<file path="src/include/htp_cfg.svh">
`ifndef HTP_CFG_SVH
`define HTP_CFG_SVH

// register indices; byte address is four times the index
`define HTP_IDX_STATUS 8'h00
`define HTP_IDX_MODE 8'h01
`define HTP_IDX_GO 8'h0c
`define HTP_IDX_NV_FIRST 8'h16
`define HTP_IDX_NV_LAST 8'h1a
`define HTP_IDX_CTRL 8'h1d
`define HTP_IDX_SUPPLY 8'h21

// field positions
`define HTP_BIT_SHORT 0
`define HTP_BIT_THERMAL 1
`define HTP_BIT_DEV_RESET 7
`define HTP_BIT_STANDBY 6
`define HTP_BIT_GO 0

// trigger mode field values
`define HTP_MODE_REG 3'h0
`define HTP_MODE_EDGE 3'h1
`define HTP_MODE_LEVEL 3'h2

// reset values
`define HTP_RST_MODE 3'h0
`define HTP_RST_STANDBY 1'b1
`define HTP_RST_NG 2'h0
`define HTP_RST_NV 40'h00_0000_0000

// noise gate thresholds on the 8-bit drive level, per setting
`define HTP_NG_THR0 8'h00
`define HTP_NG_THR1 8'h05
`define HTP_NG_THR2 8'h0a
`define HTP_NG_THR3 8'h14

// timing
`define HTP_CLK_PERIOD_PS 8000
`define HTP_WDOG_TIME_US 4330

// bus answers
`define HTP_RESP_OKAY 2'h0
`define HTP_RESP_SLVERR 2'h2

`endif

</file>
<file path="src/include/htp_pkg.sv">
package htp_pkg;

	typedef struct packed {
		logic thermal;
		logic out_short;
		logic reg_short;
		logic brownout;
	} htp_fault_t;

	typedef struct packed {
		logic awready;
		logic wready;
		logic aw_got;
		logic [7:0] aw_idx;
		logic w_got;
		logic [7:0] w_data;
		logic w_lane0;
		logic bvalid;
		logic [1:0] bresp;
		logic arready;
		logic rvalid;
		logic [31:0] rdata;
		logic [1:0] rresp;
		logic [2:0] mode;
		logic standby;
		logic dev_reset;
		logic go;
		logic thermal_flag;
		logic short_flag;
		logic [39:0] nv_cfg;
		logic [1:0] ng_level;
		logic [7:0] supply_level;
		logic [1:0] en_sync;
		logic [1:0] trig_sync;
		logic trig_prev;
		htp_fault_t fault_s1;
		htp_fault_t fault_s2;
		logic restore_pend;
		logic [19:0] wdog_cnt;
		logic wdog_rst;
		logic playback_go;
		logic active;
		logic [7:0] drive_out;
	} htp_state_t;

endpackage

</file>
<file path="src/rtl/htp_ctrl.sv">
//
// Contract
// - writing the launch flag to one starts playback; clearing it cancels.
// - edge mode: trigger pin rising edge sets the launch flag.
// - edge mode: another rising edge while flag high cancels and clears it.
// - edge mode: trigger pin falling edge does nothing.
// - level mode: launch flag follows the trigger pin level.
// - drive levels below the noise-gate threshold are suppressed.
// - supply level register updates continuously during playback.
// - once programmed, non-volatile config restores registers 0x16..0x1A.
// - standby lowers power without resetting registers; wakes quickly.
// - watchdog resets stalled serial protocol after 4.33 ms, not in standby.
// - over-temperature shuts down and sets thermal flag in status.
// - output short latches flag, shuts down, restarts when short gone.
// - regulator short holds device non-functional, then resets to defaults.
// - brownout resets the device, which returns to defaults on recovery.
// - enable low is shutdown keeping registers; high is active.
// - enable low: bus answered but no register read or write.
// - standby bit set after reset; keeps registers and bus alive.
// - setting standby stops playback at once; clearing goes to ready.
// - device reset bit restores defaults, aborts playback, self-clears.
// - mode field 0 register, 1 edge, 2 level trigger.
// - launch flag set by write stays high until sequence done.
// - in pin modes the readable launch flag reflects the pin state; edge mode here toggles it on each rising edge instead.
`timescale 1ns/10ps
`default_nettype none
`include "htp_cfg.svh"

module htp_ctrl #(
	// scaled in ns so the product stays inside a 32-bit int
	parameter int WDOG_CYCLES = (`HTP_WDOG_TIME_US * 1000) / (`HTP_CLK_PERIOD_PS / 1000)
) (
	// clock, reset, freeze
	input wire logic clk,
	input wire logic rst,
	input wire logic ce,
	// axi4-lite write address and data
	input wire logic s_axi_awvalid,
	output logic s_axi_awready,
	input wire logic [11:0] s_axi_awaddr,
	input wire logic s_axi_wvalid,
	output logic s_axi_wready,
	input wire logic [31:0] s_axi_wdata,
	input wire logic [3:0] s_axi_wstrb,
	// axi4-lite write response
	output logic s_axi_bvalid,
	input wire logic s_axi_bready,
	output logic [1:0] s_axi_bresp,
	// axi4-lite read
	input wire logic s_axi_arvalid,
	output logic s_axi_arready,
	input wire logic [11:0] s_axi_araddr,
	output logic s_axi_rvalid,
	input wire logic s_axi_rready,
	output logic [31:0] s_axi_rdata,
	output logic [1:0] s_axi_rresp,
	// pins
	input wire logic enable_pin,
	input wire logic trigger_input_pin,
	input wire htp_pkg::htp_fault_t fault_in,
	// sequencer
	output logic playback_go,
	input wire logic playback_done,
	// drive path and supply sensing
	input wire logic [7:0] drive_in,
	output logic [7:0] drive_out,
	input wire logic [7:0] supply_sample,
	// non-volatile image
	input wire logic nv_programmed,
	input wire logic [39:0] nv_image,
	// serial protocol watchdog
	input wire logic bus_busy,
	output logic bus_wdog_rst,
	// power state
	output logic power_active
);

	htp_pkg::htp_state_t s_r;
	htp_pkg::htp_state_t s_nxt;

	function automatic logic [31:0] reg_read(input htp_pkg::htp_state_t st, input logic [7:0] idx);
		logic [31:0] v;
		v = 32'h0000_0000;
		case (idx)
			`HTP_IDX_STATUS: begin
				v[`HTP_BIT_THERMAL] = st.thermal_flag;
				v[`HTP_BIT_SHORT] = st.short_flag;
			end
			`HTP_IDX_MODE: begin
				v[`HTP_BIT_DEV_RESET] = st.dev_reset;
				v[`HTP_BIT_STANDBY] = st.standby;
				v[2:0] = st.mode;
			end
			`HTP_IDX_GO: v[`HTP_BIT_GO] = st.go;
			`HTP_IDX_CTRL: v[1:0] = st.ng_level;
			`HTP_IDX_SUPPLY: v[7:0] = st.supply_level;
			default: begin
				if (idx >= `HTP_IDX_NV_FIRST && idx <= `HTP_IDX_NV_LAST) begin
					v[7:0] = st.nv_cfg[8'(idx - `HTP_IDX_NV_FIRST) * 8 +: 8];
				end
			end
		endcase
		return v;
	endfunction

	function automatic logic idx_mapped(input logic [7:0] idx);
		return idx == `HTP_IDX_STATUS || idx == `HTP_IDX_MODE || idx == `HTP_IDX_GO ||
			idx == `HTP_IDX_CTRL || idx == `HTP_IDX_SUPPLY ||
			(idx >= `HTP_IDX_NV_FIRST && idx <= `HTP_IDX_NV_LAST);
	endfunction

	logic en_s;
	logic trig_s;
	logic trig_rise;
	logic hold_reset;
	logic [7:0] ng_thr;

	assign en_s = s_r.en_sync[1];
	assign trig_s = s_r.trig_sync[1];
	assign trig_rise = trig_s && !s_r.trig_prev;
	// regulator short and brownout both hold the logic at defaults
	assign hold_reset = s_r.fault_s2.reg_short || s_r.fault_s2.brownout;

	always_comb begin
		case (s_r.ng_level)
			2'h0: ng_thr = `HTP_NG_THR0;
			2'h1: ng_thr = `HTP_NG_THR1;
			2'h2: ng_thr = `HTP_NG_THR2;
			default: ng_thr = `HTP_NG_THR3;
		endcase
	end

	always_comb begin
		s_nxt = s_r;
		// synchronisers: stage one is read only by stage two
		s_nxt.en_sync = {s_r.en_sync[0], enable_pin};
		s_nxt.trig_sync = {s_r.trig_sync[0], trigger_input_pin};
		s_nxt.fault_s1 = fault_in;
		s_nxt.fault_s2 = s_r.fault_s1;
		s_nxt.trig_prev = trig_s;
		s_nxt.wdog_rst = 1'b0;

		// write address and data are taken independently
		if (s_axi_awvalid && s_r.awready) begin
			s_nxt.aw_got = 1'b1;
			s_nxt.aw_idx = s_axi_awaddr[9:2];
		end
		if (s_axi_wvalid && s_r.wready) begin
			s_nxt.w_got = 1'b1;
			s_nxt.w_data = s_axi_wdata[7:0];
			s_nxt.w_lane0 = s_axi_wstrb[0];
		end
		if (s_r.bvalid && s_axi_bready) begin
			s_nxt.bvalid = 1'b0;
		end
		if (s_r.aw_got && s_r.w_got && !s_r.bvalid) begin
			s_nxt.aw_got = 1'b0;
			s_nxt.w_got = 1'b0;
			s_nxt.bvalid = 1'b1;
			s_nxt.bresp = idx_mapped(s_r.aw_idx) ? `HTP_RESP_OKAY : `HTP_RESP_SLVERR;
			// enable low: acknowledged but the register is untouched
			if (en_s && s_r.w_lane0) begin
				case (s_r.aw_idx)
					`HTP_IDX_STATUS: begin
						if (s_r.w_data[`HTP_BIT_THERMAL]) begin
							s_nxt.thermal_flag = 1'b0;
						end
					end
					`HTP_IDX_MODE: begin
						s_nxt.mode = s_r.w_data[2:0];
						s_nxt.standby = s_r.w_data[`HTP_BIT_STANDBY];
						s_nxt.dev_reset = s_r.w_data[`HTP_BIT_DEV_RESET];
					end
					`HTP_IDX_GO: begin
						// level mode: pin owns the flag
						if (s_r.mode != `HTP_MODE_LEVEL) begin
							s_nxt.go = s_r.w_data[`HTP_BIT_GO];
						end
					end
					`HTP_IDX_CTRL: s_nxt.ng_level = s_r.w_data[1:0];
					`HTP_IDX_SUPPLY: begin
					end
					default: begin
						if (s_r.aw_idx >= `HTP_IDX_NV_FIRST && s_r.aw_idx <= `HTP_IDX_NV_LAST) begin
							s_nxt.nv_cfg[8'(s_r.aw_idx - `HTP_IDX_NV_FIRST) * 8 +: 8] = s_r.w_data;
						end
					end
				endcase
			end
		end
		s_nxt.awready = !s_nxt.aw_got && !s_nxt.bvalid;
		s_nxt.wready = !s_nxt.w_got && !s_nxt.bvalid;

		// read channel: one outstanding read
		if (s_r.rvalid && s_axi_rready) begin
			s_nxt.rvalid = 1'b0;
		end
		if (s_axi_arvalid && s_r.arready) begin
			s_nxt.rvalid = 1'b1;
			s_nxt.rresp = idx_mapped(s_axi_araddr[9:2]) ? `HTP_RESP_OKAY : `HTP_RESP_SLVERR;
			s_nxt.rdata = en_s ? reg_read(s_r, s_axi_araddr[9:2]) : 32'h0000_0000;
		end
		s_nxt.arready = !s_nxt.rvalid;

		// trigger sources
		case (s_r.mode)
			`HTP_MODE_EDGE: begin
				// falling edge ignored so a short pulse fires any length
				if (trig_rise) begin
					s_nxt.go = !s_r.go;
				end
			end
			`HTP_MODE_LEVEL: s_nxt.go = trig_s;
			default: begin
			end
		endcase
		// a finished sequence drops the flag in register and edge modes
		if (playback_done && s_r.playback_go && s_r.mode != `HTP_MODE_LEVEL) begin
			s_nxt.go = 1'b0;
		end

		// thermal flag: hardware set wins over the software clear
		if (s_r.fault_s2.thermal) begin
			s_nxt.thermal_flag = 1'b1;
			s_nxt.go = 1'b0;
		end
		// short only sensed while driving; flag drops once short clears
		if (s_r.fault_s2.out_short && s_r.playback_go) begin
			s_nxt.short_flag = 1'b1;
			s_nxt.go = 1'b0;
		end else if (s_r.short_flag && !s_r.fault_s2.out_short) begin
			s_nxt.short_flag = 1'b0;
			s_nxt.go = 1'b0;
		end
		if (s_nxt.standby) begin
			s_nxt.go = 1'b0;
		end

		// supply reading tracks only while playing
		if (s_r.playback_go) begin
			s_nxt.supply_level = supply_sample;
		end

		// watchdog on a stalled transfer; disarmed in standby
		if (s_r.standby || !bus_busy) begin
			s_nxt.wdog_cnt = 20'h0_0000;
		end else if (s_r.wdog_cnt == 20'(WDOG_CYCLES - 1)) begin
			s_nxt.wdog_cnt = 20'h0_0000;
			s_nxt.wdog_rst = 1'b1;
		end else begin
			s_nxt.wdog_cnt = s_r.wdog_cnt + 20'h0_0001;
		end

		// restore retained config after any reset
		if (s_r.restore_pend && !hold_reset) begin
			s_nxt.restore_pend = 1'b0;
			if (nv_programmed) begin
				s_nxt.nv_cfg = nv_image;
			end
		end

		// software reset and supply faults act like a power cycle
		if (s_r.dev_reset || hold_reset) begin
			s_nxt.mode = `HTP_RST_MODE;
			s_nxt.standby = `HTP_RST_STANDBY;
			s_nxt.dev_reset = 1'b0;
			s_nxt.go = 1'b0;
			s_nxt.thermal_flag = 1'b0;
			s_nxt.short_flag = 1'b0;
			s_nxt.ng_level = `HTP_RST_NG;
			s_nxt.nv_cfg = `HTP_RST_NV;
			s_nxt.supply_level = 8'h00;
			s_nxt.restore_pend = 1'b1;
		end

		// enable low keeps every register, standby all but the launch flag it clears; only drive stops
		s_nxt.active = en_s && !s_nxt.standby && !hold_reset && !s_r.fault_s2.thermal &&
			!s_nxt.short_flag;
		s_nxt.playback_go = s_nxt.go && s_nxt.active;
		if (!s_nxt.active || drive_in < ng_thr) begin
			s_nxt.drive_out = 8'h00;
		end else begin
			s_nxt.drive_out = drive_in;
		end

		if (!ce) begin
			s_nxt = s_r;
		end
	end

	always_ff @(posedge clk or posedge rst) begin
		if (rst) begin
			s_r <= '0;
			s_r.standby <= `HTP_RST_STANDBY;
			s_r.mode <= `HTP_RST_MODE;
			s_r.ng_level <= `HTP_RST_NG;
			s_r.nv_cfg <= `HTP_RST_NV;
			s_r.restore_pend <= 1'b1;
		end else begin
			s_r <= s_nxt;
		end
	end

	assign s_axi_awready = s_r.awready;
	assign s_axi_wready = s_r.wready;
	assign s_axi_bvalid = s_r.bvalid;
	assign s_axi_bresp = s_r.bresp;
	assign s_axi_arready = s_r.arready;
	assign s_axi_rvalid = s_r.rvalid;
	assign s_axi_rdata = s_r.rdata;
	assign s_axi_rresp = s_r.rresp;
	assign playback_go = s_r.playback_go;
	assign drive_out = s_r.drive_out;
	assign bus_wdog_rst = s_r.wdog_rst;
	assign power_active = s_r.active;

endmodule
`default_nettype wire

</file>
<file path="config.mk">
export PLATFORM = sky130hd
export DESIGN_NAME = htp_ctrl
export DESIGN_NICKNAME = d
export VERILOG_FILES = /design/src/include/htp_pkg.sv /design/src/rtl/htp_ctrl.sv
export VERILOG_INCLUDE_DIRS = /design/src /design/src/include
export SDC_FILE = /design/constraint.sdc
export NUM_CORES = 1
export LEC_CHECK = 0
export BUFFER_PORTS_ARGS = -buffer_cell sky130_fd_sc_hd__buf_2
export CORE_MARGIN = 4
export CORE_UTILIZATION = 40
export CTS_CLUSTER_DIAMETER = 50
export DETAILED_ROUTE_END_ITERATION = 8
export PLACE_DENSITY = 0.65
export SYNTH_ARGS = -nofsm -noshare
export SYNTH_HDL_FRONTEND = slang
export SYNTH_SLANG_ARGS = --single-unit
</file>
<file path="constraint.sdc">
create_clock -name clk -period 11.3 [get_ports clk]
set_input_delay 0 -clock clk [delete_from_list [all_inputs] [get_ports clk]]
set_output_delay 0 -clock clk [all_outputs]
set_load 0.02 [all_outputs]
</file>
==> run summary <==
PD cells - 175 nW/um^2
Clk sinks - 137
Die ar. - 22800 um^2
Worst R2R Path Depth - 13
Setup TNS Final - 0 ns
Initial Utilization - 40.5%
CTS buffer count - 17
Post CTS Setup Buffer Count - 0
P&R area growth vs syn - 23.2%
Global routing's busiest layer - met2
Antenna violations before repair - 0
Status - complete, no violations
Final GP Congestion - 0.826
Crit path kind - flip-flop to flip-flop
Clock root buffer - clkbuf_16
Syn avg cell area - 9.59 um^2
Core ar. - 20200 um^2
Via count - 7103
Mapped Cells - 852
# diodes - 0
CTS tree - yes
Slowest stage cell, crit path - dfrtp_1
WL final - 22700 um
Top_reg_cell synth - dfrtp_1
Initial DRT Pass Iterations - 5
Post_cts resized - 0
Design area - 10100 um^2
Hold Vio Cnt, Final - 0
Cts hold-fix bufs - 68
Post-Syn Area - 8170 um^2
Met1 Usage GRT - 29.5%
Area leader, netlist - dfrtp_1
Fin crit share - 39.2%
Worst path depth - 13
Global-route wire length before repair - 36400 um
Vias in the first global route - 6657
Drt drc - 0
Worst EP arrival - 4.72 ns
Layout cell share with drive strength beyond 1 - 22.8%
Critical path required time - 11.60 ns
Post-synthesis sequential area ratio - 42.0%
Antenna Violating Nets Remaining - 0
Largest Register - s_r
Worst slew pin tran - 1.13 ns
HPWL Detailed - 15800 um
GRT Residual Overflow - 0
Site Rows - 52
Sequence of cells on the critical path - ha_1, or3b_1, a21o_1, and3_1, nor3b_1, ha_1, nor2_1, nand3_1, a311o_1, a2111oi_4, buf_4, a32oi_1, a222oi_1
Max FFs per register - 110
VDD IR-drop max - 0.126 mV
Synth top area cells - dfrtp_1, mux2_2, buf_4
Top Ports - 185
Die extent in x - 151 um
Clock Tree Buf Depth - 2
M2 GR Usage - 30.6%
Clock slew at reported path FFs - 0.07 ns
Final setup violation count - 0
Post-layout net count - 1146
CP delay by family, top - compound AO/OA/AOI/OAI gates
Max_slew headroom - 24.1%
Tot GR Track Use - 20.4%
Crit end category - flip-flop
Synth warnings - 0
HP Class - primary input to flip-flop
Via density per instance - 5.54
Worst Hold Depth - 3
Worst skew pair latency - 0.42 ns
Max-cap viol count - 0
Port Buffer Count - 123
Die Ht - 151 um
Largest net degree at the start of global routing - 88
Fmax - 0.226 GHz
CP peak stage delay - 0.51 ns
Initial DRC count - 552
# H-tree levels - 4
Clock skew - 0.00828 ns
Number of synthesized flops with an enable pin - 0
Async set-or-reset flop fraction in the synthesized netlist - 100%
Element type at the critical path start - flip-flop
Post-synthesis register bit count - 137
Number of distinct library cells after synthesis - 78
Static power due to leakage - 4.39 nW
Crit path buffers/inverters - 1
Fin crit period - 4.42 ns
Placed cell area - 8760 um^2
Max-slew violation count - 0
CP most frequent cell - ha_1
Wirelength per Cell - 17.7 um
Worst-path fanout max - 33
Post-synth top area share - 41.4%
Met3 GRT Util - 3.98%
RSZ-0062 raised after global routing - no
[logic make-up after synthesis]
kind of cell	share of synthesized area, %
buf+inv	7.98
mux	7.00
xor+xnor	2.44
fa+ha+maj	1.99
other cells	0.0459
flops	42.0
compound gates	19.6
simple gates	19.0
[layer usage]
layer  routed length [um]  share of wire, %  up-vias
li1                     -                 -     3382
met1                10500                46     3441
met2                10300                46      246
met3                 1350               6.0       34
met4                  483               2.1        0
met5                    0                 0        -
[synthesized netlist by cell type, types with 7 or more instances]
cell type / instances
dfrtp_1: 135
nand2_1: 87
o21ai_0: 58
nor2_1: 52
buf_4: 45
clkbuf_1: 34
mux2_2: 33
inv_1: 32
a22o_1: 26
nand3_1: 24
and2_1: 22
o211ai_1: 22
nor3_1: 18
a22oi_1: 16
a21oi_1: 13
and3_1: 13
ha_1: 13
xor2_1: 13
nand4_1: 12
a222oi_1: 11
a31oi_1: 11
nor2b_1: 10
a211oi_1: 9
mux4_2: 8
o221a_2: 8
buf_1: 7
buf_2: 7
nand2b_1: 7
nand3b_1: 7
o221ai_1: 7
[through the flow]
step / hold slack, ns / utilization (%) / cells / setup slack, ns / power, mW
final: 0.0258 / 49.9 / 1283 / 6.88 / 1.76
after global routing: 0.0254 / 49.9 / 1283 / 6.62 / 1.86
after CTS: 0.0246 / 49.9 / 1283 / 6.91 / 1.77
after detailed placement: 0.232 / 43.4 / 1183 / 6.94 / 1.16
after global placement: 0.229 / 43.4 / 1183 / 7.02 / 1.15
after floorplan: 0.128 / - / 877 / 7.64 / 1.01
[cells in the final DEF, fill, tap and decap left out, drive strengths merged, types with 8 or more instances in the layout]
| master | Yosys | layout |
|---|---|---|
| a211oi | 9 | 9 |
| a21oi | 13 | 13 |
| a222oi | 11 | 11 |
| a22o | 26 | 26 |
| a22oi | 16 | 16 |
| a31oi | 11 | 11 |
| and2 | 22 | 22 |
| and3 | 13 | 13 |
| buf | 59 | 130 |
| clkbuf | 35 | 17 |
| conb | 1 | 26 |
| dfrtp | 135 | 135 |
| dlygate4sd3 | 0 | 68 |
| ha | 13 | 13 |
| inv | 32 | 34 |
| mux2 | 33 | 33 |
| mux4 | 8 | 8 |
| nand2 | 87 | 87 |
| nand3 | 24 | 24 |
| nand4 | 13 | 13 |
| nor2 | 52 | 52 |
| nor2b | 10 | 10 |
| nor3 | 19 | 19 |
| o211ai | 22 | 22 |
| o21ai | 59 | 59 |
| o221a | 8 | 8 |
| xor2 | 14 | 14 |
[cell type report]
cell class,count,area [um^2]
fillers,1904,10100
inverters,32,125
flip-flops and latches,137,3430
clock buffers,17,425
multi-input cells,614,4200
clock inverters,15,199
well taps,270,338
repair buffers,198,1350
[path summary, 6_finish.rpt]
path | from | end | slack [ns]
max | s_r[154] | s_r[83] | 6.88
min | nv_image[25] | s_r[80] | 0.03
max reg2reg | s_r[154] | s_r[83] | 6.88
min reg2reg | s_axi_rdata[1] | s_axi_rdata[1] | 0.47
max in group asynchronous | rst | s_axi_rdata[5] | 9.83
min in group asynchronous | rst | s_axi_awready | 0.29
[report_power, final]
group / switching, mW / total [mW] / internal (mW)
sequential: 0.117 / 0.671 / 0.554
clock: 0.222 / 0.592 / 0.370
combinational: 0.298 / 0.502 / 0.204
total: 0.637 / 1.76 / 1.13
[worst register-to-register path, delay by kind of cell, from the launching register on]
family | cells | cell delay (ns)
adder cells (fa/ha/maj) | 2 | 0.65
AO/OA/AOI/OAI | 5 | 1.81
AND/OR/NAND/NOR | 5 | 0.93
buffers and inverters | 1 | 0.40
flip-flops | 1 | 0.51
(Power assumes the default switching activity.)
